### config.mk
export PLATFORM = sky130hd
export DESIGN_NAME = otp_memory_controller
export DESIGN_NICKNAME = d
export VERILOG_FILES = /design/src/otp_pkg.sv /design/src/otp_memory_controller.sv
export VERILOG_INCLUDE_DIRS = /design/src
export SDC_FILE = /design/constraint.sdc
export NUM_CORES = 1
export LEC_CHECK = 0
export ABC_AREA = 1
export ABC_CLOCK_PERIOD_IN_PS = 10100
export BUFFER_PORTS_ARGS = -buffer_cell sky130_fd_sc_hd__clkbuf_2
export CAP_MARGIN = 25
export CELL_PAD_IN_SITES_DETAIL_PLACEMENT = 1
export CELL_PAD_IN_SITES_GLOBAL_PLACEMENT = 2
export CORE_ASPECT_RATIO = 0.7
export CORE_MARGIN = 2
export CORE_UTILIZATION = 35
export CTS_BUF_LIST = sky130_fd_sc_hd__clkbuf_16
export DETAILED_ROUTE_END_ITERATION = 16
export PLACE_DENSITY = 0.77
export SLEW_MARGIN = 20
export SYNTH_ARGS = -nofsm -noshare
export SYNTH_HDL_FRONTEND = slang
export SYNTH_SLANG_ARGS = --single-unit
### constraint.sdc
create_clock -name clk -period 10.1 [get_ports clk]
set_input_delay 0.505 -clock clk [delete_from_list [all_inputs] [get_ports clk]]
set_output_delay 0.505 -clock clk [all_outputs]
set_load 0.01 [all_outputs]
### src/otp_memory_controller_map.svh
// offsets, encodings and timing counts of the one-time-programmable
// memory controller; included by the controller module and its testbench
`ifndef OTP_MEMORY_CONTROLLER_MAP_SVH
`define OTP_MEMORY_CONTROLLER_MAP_SVH
`define CLK_MHZ        200
`define ACC_NS         40
`define ACC_CYC        ((`ACC_NS * `CLK_MHZ + 999) / 1000)
`define PROG_US        10
`define PROG_CYC       (`PROG_US * `CLK_MHZ)
`define FIFO_PORT_OFS  16'hfffc
`define HTRANS_IDLE    2'h0
`define HTRANS_NONSEQ  2'h2
`define HTRANS_SEQ     2'h3
`define HBURST_SINGLE  3'h0
`define HBURST_INCR    3'h1
`define HBURST_INCR4   3'h3
`endif

### src/otp_pkg.sv
// types shared by the memory controller and its testbench
// assumes nothing of its surroundings
package otp_pkg;
  typedef enum logic [2:0]
  {
    standby_mode,
    manual_read_mode,
    auto_read_mode,
    manual_program_mode,
    auto_program_mode
  } op_mode_type;
  typedef enum logic [2:0]
  {
    st_idle,
    st_read,
    st_prog,
    st_verify,
    st_done
  } ctl_state_type;
endpackage

### src/otp_memory_controller.sv
// one-time-programmable memory controller: slave window, dma master,
// word fifo, macro timing sequencer and power manager mirror handshake
// assumes the macro, both buses and the power manager share clk
`timescale 1ns/100ps
`include "otp_memory_controller_map.svh"

module otp_memory_controller
  import otp_pkg::*;
#(
  parameter int AW    = 13,
  parameter int WCW   = 13,
  parameter int DEPTH = 8
)
(
  // clock and reset
  input  wire logic             clk,
  input  wire logic             arst_n,
  // control and status
  input  wire op_mode_type      operating_mode_field,
  input  wire logic             prog_start,
  input  wire logic [AW+4:0]    prog_bit_addr,
  input  wire logic             prog_bit_value,
  input  wire logic [1:0]       bank_prog_en,
  input  wire logic             dma_start,
  input  wire logic             dma_from_slave,
  input  wire logic [31:0]      dma_start_address_field,
  input  wire logic [WCW-1:0]   dma_word_count_field,
  input  wire logic [AW-1:0]    otp_start_word,
  output logic [1:0]            prog_pass,
  output logic                  busy,
  output logic                  xfer_done,
  // power manager
  input  wire logic             dev_mode,
  input  wire logic             pmu_mirror_req,
  output logic                  pmu_mirror_ack,
  // slave window
  input  wire logic             s_hsel,
  input  wire logic [15:0]      s_haddr,
  input  wire logic [1:0]       s_htrans,
  input  wire logic             s_hwrite,
  input  wire logic             s_hready,
  input  wire logic [31:0]      s_hwdata,
  output logic                  s_hreadyout,
  output logic [31:0]           s_hrdata,
  // dma master
  input  wire logic             m_hready,
  input  wire logic [31:0]      m_hrdata,
  output logic [31:0]           m_haddr,
  output logic [1:0]            m_htrans,
  output logic [2:0]            m_hburst,
  output logic                  m_hwrite,
  output logic [31:0]           m_hwdata,
  // memory macro, two banks read side by side
  input  wire logic [63:0]      macro_rdata,
  output logic [AW-1:0]         macro_addr,
  output logic                  macro_ce,
  output logic                  macro_prog,
  output logic [31:0]           macro_wdata,
  output logic [1:0]            macro_bank_sel,
  output logic                  macro_standby
);
  localparam int PW = $clog2(DEPTH);
  localparam logic [11:0] ACC_LAST  = 12'(`ACC_CYC - 1);
  localparam logic [11:0] PROG_LAST = 12'(`PROG_CYC - 1);
  localparam logic [PW:0] FULL_CNT  = (PW+1)'(DEPTH);

  typedef struct packed {
    ctl_state_type  state;
    logic [11:0]    tmr;
    logic           run;
    logic           auto_prog;
    logic           src_slave;
    logic           mirror;
    logic           pmu_req_q;
    logic [WCW:0]   otp_left;
    logic [WCW:0]   mst_left;
    logic [AW-1:0]  wl_addr;
    logic [4:0]     bit_idx;
    logic           bit_val;
    logic           s_pend_rd;
    logic           s_pend_wr;
    logic [AW-1:0]  s_addr;
    logic [2:0]     beats;
    logic           dph_valid;
    logic [PW-1:0]  wr_ptr;
    logic [PW-1:0]  rd_ptr;
    logic [PW:0]    cnt;
    logic [1:0]     prog_pass;
    logic           xfer_done;
    logic           pmu_ack;
    logic           s_hreadyout;
    logic [31:0]    s_hrdata;
    logic [31:0]    m_haddr;
    logic [1:0]     m_htrans;
    logic [2:0]     m_hburst;
    logic           m_hwrite;
    logic [31:0]    m_hwdata;
    logic [AW-1:0]  macro_addr;
    logic           macro_ce;
    logic           macro_prog;
    logic [31:0]    macro_wdata;
    logic [1:0]     macro_bank_sel;
    logic           macro_standby;
  } ctl_type;

  localparam ctl_type CTL_RESET = '{state: st_idle, s_hreadyout: 1'b1,
    macro_standby: 1'b1, default: '0};

  logic        rst_q1;
  logic        rst_n;
  ctl_type     r;
  ctl_type     n;
  logic [31:0] fifo_mem [DEPTH];
  logic        push;
  logic        pop;
  logic [31:0] push_data;
  logic        start_sw;
  logic        start_hw;
  logic [2:0]  len;
  logic [31:0] rd_word;
  logic [1:0]  ok;
  wire         fifo_full  = r.cnt == FULL_CNT;
  wire         fifo_empty = r.cnt == '0;
  wire [31:0]  fifo_head  = fifo_mem[r.rd_ptr];

  // reset release
  always_ff @(posedge clk or negedge arst_n)
  begin
    if (!arst_n)
    begin
      rst_q1 <= 1'b0;
      rst_n  <= 1'b0;
    end
    else
    begin
      rst_q1 <= 1'b1;
      rst_n  <= rst_q1;
    end
  end

  always_comb
  begin
    n = r;
    push = 1'b0;
    pop = 1'b0;
    push_data = '0;
    ok = 2'b00;
    rd_word = macro_rdata[31:0] | macro_rdata[63:32];
    len = (r.mst_left >= (WCW+1)'(4)) ? 3'd4 : r.mst_left[2:0];
    n.xfer_done = 1'b0;
    n.pmu_req_q = pmu_mirror_req;
    if (!pmu_mirror_req)
      n.pmu_ack = 1'b0;
    // job start from software or from the power manager
    start_sw = dma_start && !r.run && r.state == st_idle &&
      (operating_mode_field == auto_read_mode ||
       operating_mode_field == auto_program_mode);
    start_hw = pmu_mirror_req && !r.pmu_req_q && !dev_mode &&
      !r.run && r.state == st_idle;
    if (start_sw || start_hw)
    begin
      n.run = 1'b1;
      n.mirror = start_hw;
      n.auto_prog = !start_hw &&
        operating_mode_field == auto_program_mode;
      n.src_slave = n.auto_prog && dma_from_slave;
      n.otp_left = (WCW+1)'(dma_word_count_field) + 1'b1;
      n.mst_left = n.src_slave ? '0 : n.otp_left;
      n.wl_addr = otp_start_word;
      n.m_haddr = dma_start_address_field;
      if (n.auto_prog)
        n.prog_pass = 2'b11;
    end
    // slave window
    if (s_hsel && s_hready && s_htrans[1] && r.s_hreadyout)
    begin
      if (!s_hwrite && operating_mode_field == manual_read_mode)
      begin
        n.s_pend_rd = 1'b1;
        n.s_hreadyout = 1'b0;
        n.s_addr = s_haddr[AW+1:2];
      end
      else if (s_hwrite && s_haddr == `FIFO_PORT_OFS && r.src_slave &&
        r.run && r.otp_left != '0)
      begin
        n.s_pend_wr = 1'b1;
        n.s_hreadyout = 1'b0;
      end
      else if (!s_hwrite)
        n.s_hrdata = '0;
    end
    if (r.s_pend_wr && !fifo_full)
    begin
      push = 1'b1;
      push_data = s_hwdata;
      n.s_pend_wr = 1'b0;
      n.s_hreadyout = 1'b1;
    end
    // dma master, address and data phases pipelined
    if (r.dph_valid && m_hready)
    begin
      n.dph_valid = 1'b0;
      if (!r.m_hwrite)
      begin
        push = 1'b1;
        push_data = m_hrdata;
      end
    end
    if (r.m_htrans[1] && m_hready)
    begin
      n.dph_valid = 1'b1;
      n.m_haddr = r.m_haddr + 32'h4;
      n.beats = r.beats - 3'd1;
      n.mst_left = r.mst_left - 1'b1;
      n.m_htrans = (r.beats > 3'd1) ? `HTRANS_SEQ : `HTRANS_IDLE;
      if (r.m_hwrite)
      begin
        pop = 1'b1;
        n.m_hwdata = fifo_head;
      end
    end
    else if (r.run && !r.src_slave && r.m_htrans == `HTRANS_IDLE &&
      !r.dph_valid && r.mst_left != '0 &&
      (r.auto_prog ? (FULL_CNT - r.cnt) >= (PW+1)'(len)
                   : r.cnt >= (PW+1)'(len)))
    begin
      n.m_htrans = `HTRANS_NONSEQ;
      n.m_hburst = (len == 3'd4) ? `HBURST_INCR4 :
        (len == 3'd1) ? `HBURST_SINGLE : `HBURST_INCR;
      n.m_hwrite = !r.auto_prog;
      n.beats = len;
    end
    // macro sequencer
    unique case (r.state)
      st_idle:
      begin
        n.macro_standby = 1'b0;
        if (r.s_pend_rd)
        begin
          n.state = st_read;
          n.macro_addr = r.s_addr;
        end
        else if (r.run && !r.auto_prog && r.otp_left != '0 && !fifo_full)
        begin
          n.state = st_read;
          n.macro_addr = r.wl_addr;
        end
        else if (r.run && r.auto_prog && r.otp_left != '0 && !fifo_empty)
        begin
          pop = 1'b1;
          n.state = st_prog;
          n.macro_addr = r.wl_addr;
          n.macro_wdata = fifo_head;
          n.macro_bank_sel = bank_prog_en;
        end
        else if (!r.run && prog_start && bank_prog_en != 2'b00 &&
          operating_mode_field == manual_program_mode)
        begin
          n.state = st_prog;
          n.macro_addr = prog_bit_addr[AW+4:5];
          n.bit_idx = prog_bit_addr[4:0];
          n.bit_val = prog_bit_value;
          n.macro_wdata = {31'h0, prog_bit_value} << prog_bit_addr[4:0];
          n.macro_bank_sel = bank_prog_en;
        end
        else if (r.run && r.otp_left == '0 && r.mst_left == '0 &&
          !r.dph_valid && !r.s_pend_wr && fifo_empty)
          n.state = st_done;
        else
          n.macro_standby = 1'b1;
        n.tmr = (n.state == st_prog) ? PROG_LAST : ACC_LAST;
        n.macro_ce = n.state == st_read;
        n.macro_prog = n.state == st_prog;
      end
      st_read:
      begin
        n.tmr = r.tmr - 12'd1;
        if (r.tmr == '0)
        begin
          n.state = st_idle;
          n.macro_ce = 1'b0;
          if (r.s_pend_rd)
          begin
            n.s_pend_rd = 1'b0;
            n.s_hreadyout = 1'b1;
            n.s_hrdata = rd_word;
          end
          else
          begin
            push = 1'b1;
            push_data = rd_word;
            n.otp_left = r.otp_left - 1'b1;
            n.wl_addr = r.wl_addr + 1'b1;
          end
        end
      end
      st_prog:
      begin
        n.tmr = r.tmr - 12'd1;
        if (r.tmr == '0)
        begin
          n.state = st_verify;
          n.macro_prog = 1'b0;
          n.macro_ce = 1'b1;
          n.tmr = ACC_LAST;
        end
      end
      st_verify:
      begin
        n.tmr = r.tmr - 12'd1;
        if (r.tmr == '0)
        begin
          n.state = st_idle;
          n.macro_ce = 1'b0;
          for (int b = 0; b < 2; b++)
          begin
            ok[b] = r.auto_prog ?
              macro_rdata[32*b +: 32] == r.macro_wdata :
              macro_rdata[32*b + int'(r.bit_idx)] == r.bit_val;
            if (r.macro_bank_sel[b])
              n.prog_pass[b] = r.run ? r.prog_pass[b] & ok[b]
                                     : ok[b];
          end
          if (r.run)
          begin
            n.otp_left = r.otp_left - 1'b1;
            n.wl_addr = r.wl_addr + 1'b1;
          end
        end
      end
      st_done:
      begin
        n.state = st_idle;
        n.run = 1'b0;
        n.mirror = 1'b0;
        n.xfer_done = 1'b1;
        n.macro_standby = 1'b1;
        n.pmu_ack = r.mirror || (dev_mode && pmu_mirror_req);
      end
    endcase
    if (push)
      n.wr_ptr = r.wr_ptr + 1'b1;
    if (pop)
      n.rd_ptr = r.rd_ptr + 1'b1;
    n.cnt = r.cnt + (PW+1)'(push) - (PW+1)'(pop);
  end

  always_ff @(posedge clk or negedge rst_n)
  begin
    if (!rst_n)
      r <= CTL_RESET;
    else
      r <= n;
  end

  always_ff @(posedge clk)
  begin
    if (push)
      fifo_mem[r.wr_ptr] <= push_data;
  end

  assign prog_pass      = r.prog_pass;
  assign busy           = r.run;
  assign xfer_done      = r.xfer_done;
  assign pmu_mirror_ack = r.pmu_ack;
  assign s_hreadyout    = r.s_hreadyout;
  assign s_hrdata       = r.s_hrdata;
  assign m_haddr        = r.m_haddr;
  assign m_htrans       = r.m_htrans;
  assign m_hburst       = r.m_hburst;
  assign m_hwrite       = r.m_hwrite;
  assign m_hwdata       = r.m_hwdata;
  assign macro_addr     = r.macro_addr;
  assign macro_ce       = r.macro_ce;
  assign macro_prog     = r.macro_prog;
  assign macro_wdata    = r.macro_wdata;
  assign macro_bank_sel = r.macro_bank_sel;
  assign macro_standby  = r.macro_standby;
endmodule

==> metrics.md <==
| Metric | Value |
|---|---|
| Status | complete, no violations |
| Synthesized area | 26400 µm² |
| Pwr per Cell Area | 181 nW/µm² |
| Residual DRC | 0 |
| Mux contribution to synthesized area | 2.19% |
| Mean number of vias per cell | 5.45 |
| Cell repeated most along the worst path | inv_1 |
| Post-route insts no fill | 4124 |
| Synth area leader | edfxtp_1 |
| Die area | 77600 µm² |
| Die height | 234 µm |
| Synth Area in XOR/XNOR | 2.59% |
| Core area | 74800 µm² |
| Critical Path RT | 10.61 ns |
| Total clock sinks | 510 |
| Static Leak | 13.1 nW |
| WL per Instance | 24.9 µm |
| Syn Nets | 3151 |
| Finish-stage setup viols | 0 |
| Most frequent cells in the layout | nand2_1, clkbuf_2, nor2_1 |
| Arrival time worst endpoint | 4.54 ns |
| Sequential power share | 45.5% |
| H-tree depth | 2 |
| Clk pwr share | 38.4% |
| Worst slew pin tran | 1.11 ns |
| Adder-Cell Fraction of Synth Area | 1.31% |
| Sequential fraction of the synthesis area | 53.2% |
| Worst path slowest cell | dfrtp_1 |
| Initial antenna violation count | 7 |
| Clock Latency Late Sink | 0.65 ns |
| Worst setup EP type | register |
| CTS tree | done |
| Slew Limit Fails | 0 |
| RSZ-0062 raised after global routing | no |
| Clk pin slew, worst setup/hold paths | 0.06 ns |
| DR pass1 iterations | 5 |
| Predominant post-synthesis flop cell | edfxtp_1 |
| Slew headroom | 25.2% |
| Global-route wire length before repair | 148000 µm |
| MaxCap Viol Count | 0 |
| Internal power | 3.83 mW |
| Std-Cell Rows | 84 |
| HPWL Detailed | 74000 µm |
| Fmax achieved | 0.248 GHz |
| TritonCTS Buffers | 54 |
| Total Power | 5.45 mW |
| Final Util | 40.3% |
| Net Sw Frac | 29.7% |
| Largest family of logic cells by synthesized area | simple AND/OR/NAND/NOR gates |
| Async S/R FF share, synth | 49.8% |
| Number of diodes | 0 |
| Largest net degree at the start of global routing | 149 |
| Leading cell type in the layout, fill and taps excluded | nand2_1 |
| Gr ovfl total | 0 |
| Placed cells | 4016 |
| Final Critical Period | 4.03 ns |
| CTS max path bufs | 3 |
| IO buf count | 394 |
| Top area cells in the synthesized netlist | edfxtp_1, dfrtp_1, nand2_1 |
| Yosys reg bits | 510 |
| Final Cell Area | 30100 µm² |
| Post-synth EDFFs | 256 |
| Worst vdd ir | 0.131 mV |
| Min-Delay Path Class | primary input to register |
| Final GP Congestion | 0.929 |
| Root Buffer | clkbuf_16 |
| Ys Warns | 0 |
| Layout cells sized above 1 | 19.2% |
| Area Overhead vs Synth | 14.2% |
| Crit-path max FO | 52 |
| Post-CTS Repair Setup Buffers | 0 |
| I/O pin cnt | 397 |
| Simple-gate area share of the yosys netlist | 18.3% |
| Initial core utilization | 35.3% |
| Placed cell areas | 28200 µm² |
| Final period utilization | 39.9% |
| Clk_skew | 0.0246 ns |
| CP startpoint kind | register |
| Die width | 332 µm |
| Post-synthesis compound-gate area fraction | 13.0% |
| Routed wire length | 103000 µm |
| Setup tns final | 0 ns |
| DR iter-0 viols | 2371 |
| Vias | 22471 |
| Count of different cell masters after synthesis | 58 |
| Combinational Power Share | 16.2% |
| Routed Antenna Nets | 0 |
| Critical path cell sequence | inv_1, nand3_2, buf_4, nand2_1, inv_1, ha_1, inv_1, ha_1, inv_1, fa_1, xor2_1 |
| Sw power | 1.62 mW |
| Yosys top cell area share | 29.1% |
| Total Routing Usage GR | 25.8% |
| Critical path's top delay family | buffers and inverters |
| Mapped Cells | 2885 |
| Syn avg cell area | 9.15 µm² |
| Crit Path Class | register to register |
| Layout net count | 3355 |
| Vias in the first global route | 22259 |
| Crit-path max cell delay | 0.97 ns |
| CP Buf/Inv Count | 5 |
| Hold Violations, Final | 0 |
==> through the flow <==
step	setup slack, ns	hold slack [ns]
5_1_grt	5.83	0.0778
2_1_floorplan	2.50	0.209
3_5_place_dp	6.12	0.293
3_3_place_gp	6.17	0.292
6_report	6.07	0.0841
4_1_cts	6.11	0.0521
==> state kept, by name, indices dropped and copies added, names as in the netlist, 2 cells and up <==
signal          cells
m_hburst            2
macro_addr         13
m_htrans            2
macro_wdata        32
m_hwdata           32
s_hrdata           32
m_haddr            32
macro_bank_sel      2
prog_pass           2
r                  95
fifo_mem          256
==> power groups by stage <==
stage	combinational, mW	clock, mW	sequential (mW)
4_1_cts	0.878	2.13	2.48
3_3_place_gp	0.832	0	2.51
2_1_floorplan	0.554	0	2.49
5_1_grt	0.975	2.22	2.50
6_report	0.881	2.09	2.48
3_5_place_dp	0.869	0	2.52
==> worst register-to-register path, cell delays in order, from the launching register on <==
cell     delay (ns)
dfrtp_1        0.97
inv_1          0.56
nand3_2        0.21
buf_4          0.64
nand2_1        0.28
inv_1          0.17
ha_1           0.24
inv_1          0.06
ha_1           0.17
inv_1          0.06
fa_1           0.37
xor2_1         0.17
==> routing by layer <==
layer	share of wire, %	track usage, %	routed length [µm]
met1	47	38.1	48200
met2	43	38.2	43900
met4	1.7	5.34	1750
met5	0.032	0	33
met3	8.6	6.05	8830
==> Yosys cell counts, types with 14 or more instances <==
library cell / number
nand3_1: 194
dfrtp_1: 252
xor2_1: 49
nor3_1: 52
buf_2: 22
o31ai_1: 18
o21a_1: 23
buf_4: 155
nand4_1: 27
mux2i_1: 34
a31oi_1: 30
nor2_1: 396
ha_1: 26
a21oi_1: 54
o22ai_1: 67
o211ai_1: 33
o21ai_1: 14
o21ai_0: 288
inv_1: 199
a22oi_1: 28
clkbuf_1: 95
edfxtp_1: 256
nand2_1: 412
mux2_2: 21
xnor2_1: 29
==> area by class of cell <==
type | count | area, µm²
clock buffer | 55 | 1380
fill | 8723 | 44700
clock inverter | 47 | 460
tap | 989 | 1240
sequential | 510 | 14100
timing repair buffer | 431 | 2310
inverter | 210 | 788
multi-input combinational | 1882 | 9900
==> what timing repair did <==
item | CTS | global route
resized for setup | 0 | 0
endpoints found under the hold margin | 3 | 0
hold buffers | 2 | 0
==> final timing paths <==
| kind | from | end | slack, ns | depth (start not counted) |
|---|---|---|---|---|
| setup / recovery | r[185] | r[159] | 6.07 | 11 |
| setup reg to reg | r[185] | r[159] | 6.07 | 11 |
| hold reg to reg | rst_q1 | rst_n | 0.35 | 0 |
| min in group asynchronous | arst_n | rst_n | 0.17 | 2 |
| hold / removal | dma_start_address_field[3] | m_haddr[3] | 0.08 | 3 |
| max in group asynchronous | rst_n | m_haddr[30] | 8.21 | 1 |
==> cells by family (layout without fill, tap and decap cells) <==
logic type / Yosys count / in the layout
xor+xnor: 78 / 78
compound gates: 587 / 587
fa+ha+maj: 27 / 27
simple gates: 1133 / 1133
other cells: 2 / 2
buf+inv: 493 / 743
mux: 55 / 55
flops: 510 / 510
No activity file was read; power rests on OpenSTA's default activity.
